===== src/core/rdt_regs.svh =====
// Register map, field positions, reset values and timing counts of the
// receive tracking loops. Assumes a 32-bit word per register.
`ifndef RDT_REGS_SVH
`define RDT_REGS_SVH
// Register index; the byte address is four times the index.
`define RDT_NREG 12
`define RDT_IX_FGAIN 4'h0
`define RDT_IX_FPER 4'h1
`define RDT_IX_FCTRL 4'h2
`define RDT_IX_GHI 4'h3
`define RDT_IX_GLO 4'h4
`define RDT_IX_GCTRL 4'h5
`define RDT_IX_TPOST 4'h6
`define RDT_IX_TGA 4'h7
`define RDT_IX_TGB 4'h8
`define RDT_IX_CHBW 4'h9
`define RDT_IX_RSTH 4'hA
`define RDT_IX_SINC 4'hB
`define RDT_IX_STAT 4'hC
// Field positions.
`define RDT_F_LO 3:0
`define RDT_F_HI 7:4
`define RDT_F_BYTE 7:0
`define RDT_F_EN 0
`define RDT_F_OPT 1
`define RDT_F_MOD 6:4
`define RDT_F_LOSEL 15:8
`define RDT_F_HOLD 13:8
`define RDT_F_P 2:0
`define RDT_F_I 6:4
`define RDT_F_INC 15:0
`define RDT_F_ATT 11:8
`define RDT_F_FSLOW 12
`define RDT_F_SYNC 13
`define RDT_F_SIG 14
// Writable bits of each register.
`define RDT_MSK_ALL {32'h0000FFFF, 32'h000000FF, 32'h000000FF, \
  32'h00000077, 32'h00000077, 32'h00000003, 32'h00003F03, \
  32'h0000FFFF, 32'h000000FF, 32'h00000073, 32'h000000FF, 32'h000000FF}
// Reset values, highest index first.
`define RDT_RST_ALL {32'h00001000, 32'h00000000, 32'h00000000, \
  32'h00000022, 32'h00000022, 32'h00000000, 32'h00000C00, \
  32'h00001045, 32'h00000025, 32'h00000000, 32'h00000010, 32'h00000032}
// Clock periods per gain-control tick, step limit, filter code limits.
`define RDT_AGC_TICKS 19'h0000C
`define RDT_ATT_MAX 4'h8
`define RDT_CH_MMAX 4'h8
`define RDT_CH_EMAX 4'h9
`endif


===== src/core/rdt_pkg.sv =====
// Types shared by the receive tracking loops.
// Assumes the register header is included by the modules that use it.
package rdt_pkg;
  typedef enum logic [2:0] {
    RDT_MOD_FSK2, RDT_MOD_FSK4, RDT_MOD_GFSK2, RDT_MOD_GFSK4,
    RDT_MOD_ASK, RDT_MOD_OOK
  } rdt_mod_e;
  typedef enum logic {RDT_AGC_HOLD, RDT_AGC_MEAS} rdt_agc_e;
  typedef struct packed {
    rdt_agc_e st;
    logic [18:0] cnt;
    logic [3:0] att;
  } rdt_agc_s;
  typedef struct packed {
    logic [11:0][31:0] cfg;
    logic wt;
    logic [31:0] rd;
    logic sig;
    logic sync;
    logic fslow;
    logic [7:0] fcnt;
    logic signed [15:0] est;
    logic [7:0] slc;
    logic [7:0] if2;
    logic [15:0] acc;
    logic signed [15:0] tfrq;
    logic tick;
  } rdt_top_s;
endpackage : rdt_pkg


===== src/core/rdt_agc_if.sv =====
// Settings and attenuation between the top and the gain controller.
// Assumes one clock domain on both sides.
`timescale 1ns/100ps
interface rdt_agc_if;
  logic en, frz, sync, restart;
  logic [3:0] hi, lo0, lo1, meas, amp, att;
  logic [7:0] sel;
  logic [5:0] hold;
  modport ctl(output en, frz, sync, restart, hi, lo0, lo1, sel, meas,
              hold, amp, input att);
  modport eng(input en, frz, sync, restart, hi, lo0, lo1, sel, meas,
              hold, amp, output att);
endinterface : rdt_agc_if


===== src/core/rdt_agc.sv =====
// Gain controller: steps RF attenuation from the peak amplitude.
// Assumes amplitude and settings synchronous to i_clk_sys.
`timescale 1ns/100ps
`include "rdt_regs.svh"
module rdt_agc (
  input logic i_clk_sys,
  input logic i_arst_n,
  rdt_agc_if.eng g
);
  rdt_pkg::rdt_agc_s s_r;
  rdt_pkg::rdt_agc_s s_nxt;
  logic [18:0] meas_len;
  logic [18:0] hold_len;
  logic [2:0] sidx;
  logic [3:0] lo;
  logic frozen;

  assign meas_len = `RDT_AGC_TICKS << g.meas; // [RULE_13]
  assign hold_len = `RDT_AGC_TICKS * {13'h0000, g.hold}; // [RULE_14]
  // Step 8 has no bit of its own and shares the last one.
  assign sidx = s_r.att[3] ? 3'h7 : s_r.att[2:0];
  assign lo = g.sel[sidx] ? g.lo1 : g.lo0; // [RULE_12]
  assign frozen = !g.en || (g.frz && g.sync); // [RULE_15] [RULE_16]
  assign g.att = s_r.att;

  always_comb begin
    s_nxt = s_r;
    if (g.restart) begin // [RULE_23]
      s_nxt.st = rdt_pkg::RDT_AGC_MEAS;
      s_nxt.cnt = 19'h00000;
      s_nxt.att = 4'h0;
    end else if (!frozen) begin
      case (s_r.st)
        rdt_pkg::RDT_AGC_HOLD: begin
          if (s_r.cnt <= 19'h00001) begin
            s_nxt.st = rdt_pkg::RDT_AGC_MEAS;
            s_nxt.cnt = 19'h00000;
          end else begin
            s_nxt.cnt = s_r.cnt - 19'h00001;
          end
        end
        rdt_pkg::RDT_AGC_MEAS: begin
          if (g.amp > g.hi) begin // [RULE_09] [RULE_11]
            s_nxt.cnt = 19'h00000;
            if (s_r.att < `RDT_ATT_MAX) begin // [RULE_08]
              s_nxt.att = s_r.att + 4'h1;
              s_nxt.st = rdt_pkg::RDT_AGC_HOLD;
              s_nxt.cnt = hold_len;
            end
          end else if (g.amp < lo) begin // [RULE_10]
            if (s_r.cnt >= meas_len - 19'h00001) begin
              s_nxt.cnt = 19'h00000;
              if (s_r.att != 4'h0) begin
                s_nxt.att = s_r.att - 4'h1;
                s_nxt.st = rdt_pkg::RDT_AGC_HOLD;
                s_nxt.cnt = hold_len;
              end
            end else begin
              s_nxt.cnt = s_r.cnt + 19'h00001;
            end
          end else begin
            s_nxt.cnt = 19'h00000;
          end
        end
        default: s_nxt.st = rdt_pkg::RDT_AGC_MEAS;
      endcase
    end
  end

  always_ff @(posedge i_clk_sys or negedge i_arst_n) begin
    if (!i_arst_n) begin
      s_r <= '{st: rdt_pkg::RDT_AGC_MEAS, cnt: 19'h00000, att: 4'h0};
    end else begin
      s_r <= s_nxt;
    end
  end
endmodule : rdt_agc


===== src/core/rdt_loops.sv =====
// Receive tracking loops: frequency compensation, gain control and
// symbol timing recovery, with an Avalon-MM register slave.
// Assumes samples, levels and strobes synchronous to i_clk_sys.
//
// Contract
// RULE_01 - Frequency loop runs only for FSK modulations
// RULE_02 - Correction to slicer offset or second IF
// RULE_03 - Frequency error estimate readable by software
// RULE_04 - Fast gain after level threshold, then slow
// RULE_05 - Separate fast and slow log2 gains 0..15
// RULE_06 - Fast period counts samples; zero means sync
// RULE_07 - Frequency loop runs only while enabled
// RULE_08 - Attenuation steps of 6 dB up to 48
// RULE_09 - Above high threshold: step up each hold
// RULE_10 - Below low for whole measure: step down
// RULE_11 - High threshold programmable 0..15
// RULE_12 - Two low thresholds chosen per step
// RULE_13 - Measure time is 12 times two^exponent
// RULE_14 - Hold time 12 times value after change
// RULE_15 - Freeze-on-sync holds attenuation after sync
// RULE_16 - Gain loop runs only while enabled
// RULE_17 - Loop order: 0 first order, 1 second
// RULE_18 - Post-filter length bit, long when set
// RULE_19 - Timing recovery starts after level threshold
// RULE_20 - Proportional gains fast and slow 0..7
// RULE_21 - Second order: fast gains before sync, slow after
// RULE_22 - Bandwidth code mantissa 0..8, exponent 0..9
// RULE_23 - New reception restarts all loops in fast
`timescale 1ns/100ps
`include "rdt_regs.svh"
module rdt_loops (
  input logic i_clk_sys,
  input logic i_arst_n,
  input logic [5:0] i_avs_address,
  input logic i_avs_read,
  input logic i_avs_write,
  input logic [31:0] i_avs_writedata,
  input logic [3:0] i_avs_byteenable,
  output logic [31:0] o_avs_readdata,
  output logic o_avs_waitrequest,
  input logic i_rx_start,
  input logic i_sync_det,
  input logic [7:0] i_rssi,
  input logic i_smp_vld,
  input logic signed [7:0] i_freq_smp,
  input logic [3:0] i_amp_peak,
  input logic i_edge_vld,
  input logic signed [7:0] i_phase_err,
  output logic [7:0] o_slicer_offset,
  output logic [7:0] o_if2_offset,
  output logic [3:0] o_rf_atten,
  output logic o_sym_tick,
  output logic o_postfilt_long,
  output logic [3:0] o_chbw_mant,
  output logic [3:0] o_chbw_exp
);
  localparam logic [11:0][31:0] RST = `RDT_RST_ALL;
  localparam logic [11:0][31:0] MSK = `RDT_MSK_ALL;

  rdt_pkg::rdt_top_s s_r;
  rdt_pkg::rdt_top_s s_nxt;
  rdt_agc_if gi ();
  logic [3:0] idx;
  logic req;
  logic [31:0] rdv;
  logic [31:0] stat;
  logic fsk;
  logic afc_en;
  logic if2m;
  logic [7:0] per;
  logic run;
  logic [3:0] fgain;
  logic [2:0] kp;
  logic [2:0] ki;
  logic ord2;

  assign idx = i_avs_address[5:2];
  assign req = i_avs_read || i_avs_write;

  assign fsk = s_r.cfg[`RDT_IX_FCTRL][`RDT_F_MOD] <
               3'(rdt_pkg::RDT_MOD_ASK); // [RULE_01]
  assign afc_en = s_r.cfg[`RDT_IX_FCTRL][`RDT_F_EN]; // [RULE_07]
  assign if2m = s_r.cfg[`RDT_IX_FCTRL][`RDT_F_OPT];
  assign per = s_r.cfg[`RDT_IX_FPER][`RDT_F_BYTE];
  assign run = fsk && afc_en && s_r.sig; // [RULE_01] [RULE_04] [RULE_07]
  assign fgain = s_r.fslow ? s_r.cfg[`RDT_IX_FGAIN][`RDT_F_HI]
                           : s_r.cfg[`RDT_IX_FGAIN][`RDT_F_LO]; // [RULE_05]
  assign ord2 = s_r.cfg[`RDT_IX_TPOST][`RDT_F_OPT]; // [RULE_17]
  // Post-sync gains apply in both orders; only the second has ki.
  assign kp = s_r.sync ? s_r.cfg[`RDT_IX_TGB][`RDT_F_P]
                       : s_r.cfg[`RDT_IX_TGA][`RDT_F_P]; // [RULE_20] [RULE_21]
  assign ki = s_r.sync ? s_r.cfg[`RDT_IX_TGB][`RDT_F_I]
                       : s_r.cfg[`RDT_IX_TGA][`RDT_F_I]; // [RULE_21]

  assign gi.en = s_r.cfg[`RDT_IX_GCTRL][`RDT_F_EN];
  assign gi.frz = s_r.cfg[`RDT_IX_GCTRL][`RDT_F_OPT];
  assign gi.sync = s_r.sync;
  assign gi.restart = i_rx_start;
  assign gi.hi = s_r.cfg[`RDT_IX_GHI][`RDT_F_LO];
  assign gi.meas = s_r.cfg[`RDT_IX_GHI][`RDT_F_HI];
  assign gi.lo0 = s_r.cfg[`RDT_IX_GLO][`RDT_F_LO];
  assign gi.lo1 = s_r.cfg[`RDT_IX_GLO][`RDT_F_HI];
  assign gi.sel = s_r.cfg[`RDT_IX_GLO][`RDT_F_LOSEL];
  assign gi.hold = s_r.cfg[`RDT_IX_GCTRL][`RDT_F_HOLD];
  assign gi.amp = i_amp_peak;

  rdt_agc u_agc (
    .i_clk_sys(i_clk_sys),
    .i_arst_n(i_arst_n),
    .g(gi.eng)
  );

  always_comb begin
    stat = 32'h00000000;
    stat[`RDT_F_BYTE] = s_r.est[15:8]; // [RULE_03]
    stat[`RDT_F_ATT] = gi.att;
    stat[`RDT_F_FSLOW] = s_r.fslow;
    stat[`RDT_F_SYNC] = s_r.sync;
    stat[`RDT_F_SIG] = s_r.sig;
    if (idx < 4'(`RDT_NREG)) begin
      rdv = s_r.cfg[idx];
    end else if (idx == `RDT_IX_STAT) begin
      rdv = stat;
    end else begin
      rdv = 32'h00000000;
    end
  end

  always_comb begin
    logic [31:0] wm;
    logic signed [16:0] dif;
    logic signed [15:0] e;
    logic [16:0] sum;
    logic [15:0] inc;
    wm = 32'h00000000;
    dif = 17'h00000;
    e = 16'h0000;
    sum = 17'h00000;
    inc = 16'h0000;
    s_nxt = s_r;

    // One wait cycle, then the answer with waitrequest low.
    s_nxt.wt = !(req && s_r.wt);
    if (i_avs_read && s_r.wt) begin
      s_nxt.rd = rdv;
    end
    if (i_avs_write && !s_r.wt && idx < 4'(`RDT_NREG)) begin
      wm = {{8{i_avs_byteenable[3]}}, {8{i_avs_byteenable[2]}},
            {8{i_avs_byteenable[1]}}, {8{i_avs_byteenable[0]}}};
      wm = wm & MSK[idx];
      s_nxt.cfg[idx] = (s_r.cfg[idx] & ~wm) | (i_avs_writedata & wm);
    end
    // Codes beyond the table saturate to its last row or column.
    if (s_nxt.cfg[`RDT_IX_CHBW][`RDT_F_LO] > `RDT_CH_MMAX) begin
      s_nxt.cfg[`RDT_IX_CHBW][`RDT_F_LO] = `RDT_CH_MMAX; // [RULE_22]
    end
    if (s_nxt.cfg[`RDT_IX_CHBW][`RDT_F_HI] > `RDT_CH_EMAX) begin
      s_nxt.cfg[`RDT_IX_CHBW][`RDT_F_HI] = `RDT_CH_EMAX; // [RULE_22]
    end

    s_nxt.tick = 1'b0;
    if (i_rx_start) begin // [RULE_23]
      s_nxt.sig = 1'b0;
      s_nxt.sync = 1'b0;
      s_nxt.fslow = 1'b0;
      s_nxt.fcnt = 8'h00;
      s_nxt.est = 16'h0000;
      s_nxt.acc = 16'h0000;
      s_nxt.tfrq = 16'h0000;
    end else begin
      if (i_rssi > s_r.cfg[`RDT_IX_RSTH][`RDT_F_BYTE]) begin
        s_nxt.sig = 1'b1; // [RULE_04] [RULE_19]
      end
      if (i_sync_det) begin
        s_nxt.sync = 1'b1;
      end
      if (run && per == 8'h00 && i_sync_det) begin
        s_nxt.fslow = 1'b1; // [RULE_06]
      end
      if (run && i_smp_vld) begin
        // Mean of the demodulated frequency is the DC offset.
        dif = 17'(signed'({i_freq_smp, 8'h00})) - 17'(s_r.est);
        s_nxt.est = s_r.est + 16'(dif >>> fgain); // [RULE_05]
        if (per != 8'h00 && !s_r.fslow) begin
          s_nxt.fcnt = s_r.fcnt + 8'h01;
          if (s_r.fcnt + 8'h01 >= per) begin
            s_nxt.fslow = 1'b1; // [RULE_04] [RULE_06]
          end
        end
      end
      if (s_r.sig) begin // [RULE_19]
        inc = s_r.cfg[`RDT_IX_SINC][`RDT_F_INC];
        if (ord2) begin
          inc = inc + s_r.tfrq; // [RULE_17]
        end
        sum = {1'b0, s_r.acc} + {1'b0, inc};
        s_nxt.tick = sum[16];
        s_nxt.acc = sum[15:0];
        if (i_edge_vld) begin
          e = 16'(i_phase_err);
          s_nxt.acc = sum[15:0] - 16'(e >>> kp); // [RULE_20]
          if (ord2) begin
            s_nxt.tfrq = s_r.tfrq - (e >>> ki); // [RULE_21]
          end
        end
      end
    end
    // Only one path carries the correction at a time.
    if (if2m) begin // [RULE_02]
      s_nxt.slc = 8'h00;
      s_nxt.if2 = s_nxt.est[15:8];
    end else begin
      s_nxt.slc = s_nxt.est[15:8];
      s_nxt.if2 = 8'h00;
    end
  end

  always_ff @(posedge i_clk_sys or negedge i_arst_n) begin
    if (!i_arst_n) begin
      s_r <= '{cfg: RST, wt: 1'b1, rd: 32'h00000000, sig: 1'b0,
               sync: 1'b0, fslow: 1'b0, fcnt: 8'h00, est: 16'h0000,
               slc: 8'h00, if2: 8'h00, acc: 16'h0000, tfrq: 16'h0000,
               tick: 1'b0};
    end else begin
      s_r <= s_nxt;
    end
  end

  assign o_avs_readdata = s_r.rd;
  assign o_avs_waitrequest = s_r.wt;
  assign o_slicer_offset = s_r.slc;
  assign o_if2_offset = s_r.if2;
  assign o_rf_atten = gi.att; // [RULE_08]
  assign o_sym_tick = s_r.tick;
  assign o_postfilt_long = s_r.cfg[`RDT_IX_TPOST][`RDT_F_EN]; // [RULE_18]
  assign o_chbw_mant = s_r.cfg[`RDT_IX_CHBW][`RDT_F_LO]; // [RULE_22]
  assign o_chbw_exp = s_r.cfg[`RDT_IX_CHBW][`RDT_F_HI];
endmodule : rdt_loops


===== config.mk =====
export PLATFORM = sky130hd
export DESIGN_NAME = rdt_loops
export DESIGN_NICKNAME = d
export VERILOG_FILES = /design/src/core/rdt_pkg.sv /design/src/core/rdt_agc_if.sv /design/src/core/rdt_agc.sv /design/src/core/rdt_loops.sv
export VERILOG_INCLUDE_DIRS = /design/src /design/src/core
export SDC_FILE = /design/constraint.sdc
export NUM_CORES = 1
export LEC_CHECK = 0
export BUFFER_PORTS_ARGS = -buffer_cell sky130_fd_sc_hd__clkbuf_2
export CORE_MARGIN = 3
export CORE_UTILIZATION = 52
export DETAILED_ROUTE_END_ITERATION = 10
export PLACE_DENSITY_LB_ADDON = 0.2
export SLEW_MARGIN = 15
export SYNTH_ARGS = -nofsm -noshare
export SYNTH_HDL_FRONTEND = slang
export SYNTH_SLANG_ARGS = --single-unit

===== constraint.sdc =====
create_clock -name i_clk_sys -period 5.5 [get_ports i_clk_sys]
set_input_delay 1.1 -clock i_clk_sys [delete_from_list [all_inputs] [get_ports i_clk_sys]]
set_output_delay 1.1 -clock i_clk_sys [all_outputs]
set_load 0.05 [all_outputs]

==> flow_summary.ini <==
[finish]
drive_gt1_frac = 0.234
synthToLayoutAreaGrowth_pct = 11.3
fillers = 4965
final_net_count = 3403
post-route-util = 0.586
final_area_mm2 = 0.0346
final_cells = 3991

[yosys]
syn-instance-count = 3125
synth_edf_count = 0
synth_area_mm2 = 0.0311
ys_seq_area_frac = 0.416
ys.flop_type = dfrtp_1
synth_seq_cells = 517
syn-num-nets = 3355
async_flop_share = 1.00
yosysWarnings = 0
syn_area_per_cell_um2 = 9.96
ys_types = 85

[critical_path]
crit_arrival_ps = 5810
critPathKind = input pin to flip-flop
cp.required_ps = 5980
cp-end-kind = flip-flop
critPathLaunchType = input pin
crit_fanout = 6

[place]
preCtsSetupSlack_ps = -511
place_congestion = 0.899
hpwl_mm = 58.4
dp_cells = 3885
portBuffers = 120
place_area_mm2 = 0.0325

[floorplan]
die_h_um = 251
core_mm2 = 0.0591
floorplan.rows = 89
dieArea_mm2 = 0.0628
initial_core_util = 0.526
io_pins = 141
die_w_um = 251

[clock_network]
cts_tree = yes
cts_root_buf = clkbuf_16
hold_buffers = 0
cts_buffers = 56
clock_latency_ps = 630
clock_path_buffers = 3
clock_sinks = 517
htree_levels = 2
clk_pin_slew_worst_paths_ps = 60

[power_and_ir_drop]
seq_power_share = 0.384
sw_frac_of_total = 0.321
p_int_mw = 7.51
power_leakage_nw = 16.2
comb_power_share = 0.265
irDropWorstVdd_v = 0.000243
power_density_mw_per_mm2 = 320
p_switching_mw = 3.56
power_frac_clock = 0.351

[route]
drc_errors = 0
ant_nets = 0
vias = 24173
via_per_inst = 6.06
drt_wl_total_mm = 83.4
firstDrtPassIters = 5
detail_route.wl_per_cell_um = 20.9
drt_iter0_drc = 1938

[sta]
slew_viol_final = 0
maxSlewHeadroom = 0.283
hold_violations = 0
whs_ps = 476
fin_skew_ps = 27.0
setup_violations = 0
setup_ws_ps = 177
fin_crit_sh = 0.968
worst_slew_pin_slew_ps = 1060
period_minus_slack_ps = 5320
timing.fmax_ghz = 0.188

[hold_path]
hold_class = flip-flop to flip-flop

[global_routing]
first_global_vias = 24221
grt_max_degree = 122
antenna_found_initial = 3
grt_usage = 0.265
grt_pass1_wl_mm = 134
grt_overflow = 0

[status]
status = finished, final reports clean

[job]
maxCapViolations = 0
==> power by group through the flow <==
| stage | clock [mW] | sequential (mW) | combinational, mW |
|---|---|---|---|
| 3_5_place_dp | 0 | 4.31 | 2.86 |
| 5_1_grt | 4.12 | 4.27 | 3.24 |
| 3_3_place_gp | 0 | 4.30 | 2.76 |
| 4_1_cts | 3.95 | 4.24 | 2.88 |
| 2_1_floorplan | 0 | 4.21 | 2.11 |
| 6_report | 3.89 | 4.25 | 2.94 |
==> synth_stat cells (all sizes together), types with 83 or more instances <==
library cell	count	area share
clkbuf	164	0.020
buf	102	0.021
nand2	428	0.052
o21ai	330	0.053
inv	83	0.010
dfrtp	497	0.40
mux4	86	0.062
nor2	192	0.023
mux2i	112	0.036
mux2	216	0.078
a21oi	147	0.024
ha	146	0.059
==> kinds of logic (layout without fill, tap and decap cells) <==
kind of cell    Yosys count  in the layout  synth area share
simple gates            861            861             0.121
compound gates          740            740             0.146
flops                   517            517             0.416
mux                     414            414             0.176
buf+inv                 350            442            0.0513
fa+ha+maj               152            152            0.0626
xor+xnor                 91             91            0.0256
other cells               0              1                 0
==> layout make-up <==
| cell class | count | area [um^2] | area share |
|---|---|---|---|
| Antenna cell | 1 | 2.50 | 0.0000723 |
| Clock buffer | 70 | 1530 | 0.0443 |
| Clock inverter | 32 | 377 | 0.0109 |
| Inverter | 84 | 315 | 0.00911 |
| Multi-Input combinational cell | 2258 | 16800 | 0.485 |
| Sequential cell | 517 | 13000 | 0.374 |
| Tap cell | 773 | 967 | 0.0279 |
| Timing Repair Buffer | 256 | 1690 | 0.0488 |
==> flip-flops by register name (all words and copies together), names as in the netlist, 4 cells and up <==
name / cells
per: 8
gi.lo0: 4
gi.hi: 4
o_if2_offset: 8
o_chbw_mant: 4
o_avs_readdata: 32
u_agc.g.att: 4
gi.sel: 8
gi.meas: 4
o_slicer_offset: 8
gi.hold: 6
s_r: 390
gi.lo1: 4
u_agc.s_r: 20
o_chbw_exp: 4
==> what timing repair did <==
action                     CTS  global route
setup buffers                0             3
setup endpoints to repair    2            13
pin swaps                    2            33
gates resized for setup      3            41
==> cells in the final DEF (no fill, tap or decap), drive strengths merged, types with 22 or more instances in the layout <==
cell type  count
a211oi        30
a21o          35
a21oi        147
buf          139
clkbuf       187
clkinv        22
dfrtp        497
ha           146
inv           86
mux2         216
mux2i        112
mux4          86
nand2        428
nand3         41
nor2         192
nor2b         26
nor3          54
o21a          25
o21ai        330
or3           24
xnor2         56
xor2          35
==> critical path: stages <==
cell,delay (ps)
clkbuf_2,80
ha_2,210
or4_1,520
a311o_1,370
a41oi_2,220
xnor2_1,160
and2_1,160
a31oi_2,50
buf_4,160
mux2_2,250
o221ai_1,180
ha_1,310
a21o_1,180
a21o_1,170
o31a_1,320
o21a_1,210
o31a_1,280
or2_0,240
a211o_1,340
a41oi_2,240
nor2_1,60
==> final timing paths <==
kind,startpoint,end,slack [ps],cells after the start
setup reg to reg,s_r[461],s_r[32],190,27
setup / recovery,i_freq_smp[3],o_slicer_offset[5],180,21
hold / removal,s_r[139],s_r[139],480,2
min in group asynchronous,i_arst_n,s_r[50],490,1
max in group asynchronous,i_arst_n,s_r[308],3720,2
hold reg to reg,s_r[139],s_r[139],480,2
==> layer usage <==
metal / part of all wire / up-vias / wire, um / GRT usage
met5: 0.00013 / - / 11 / 0
met3: 0.054 / 147 / 4470 / 0.0378
met2: 0.47 / 667 / 39400 / 0.434
met4: 0.027 / 2 / 2290 / 0.0762
li1: - / 11217 / - / -
met1: 0.45 / 12140 / 37200 / 0.370
==> through the flow <==
stage	power, mW	TNS, ps
after floorplan	6.32	-14.1
after global placement	7.06	-5320
after detailed placement	7.17	-6230
after CTS	11.1	0
after global routing	11.6	-39.9
final	11.1	0
(Power assumes the default switching activity.)
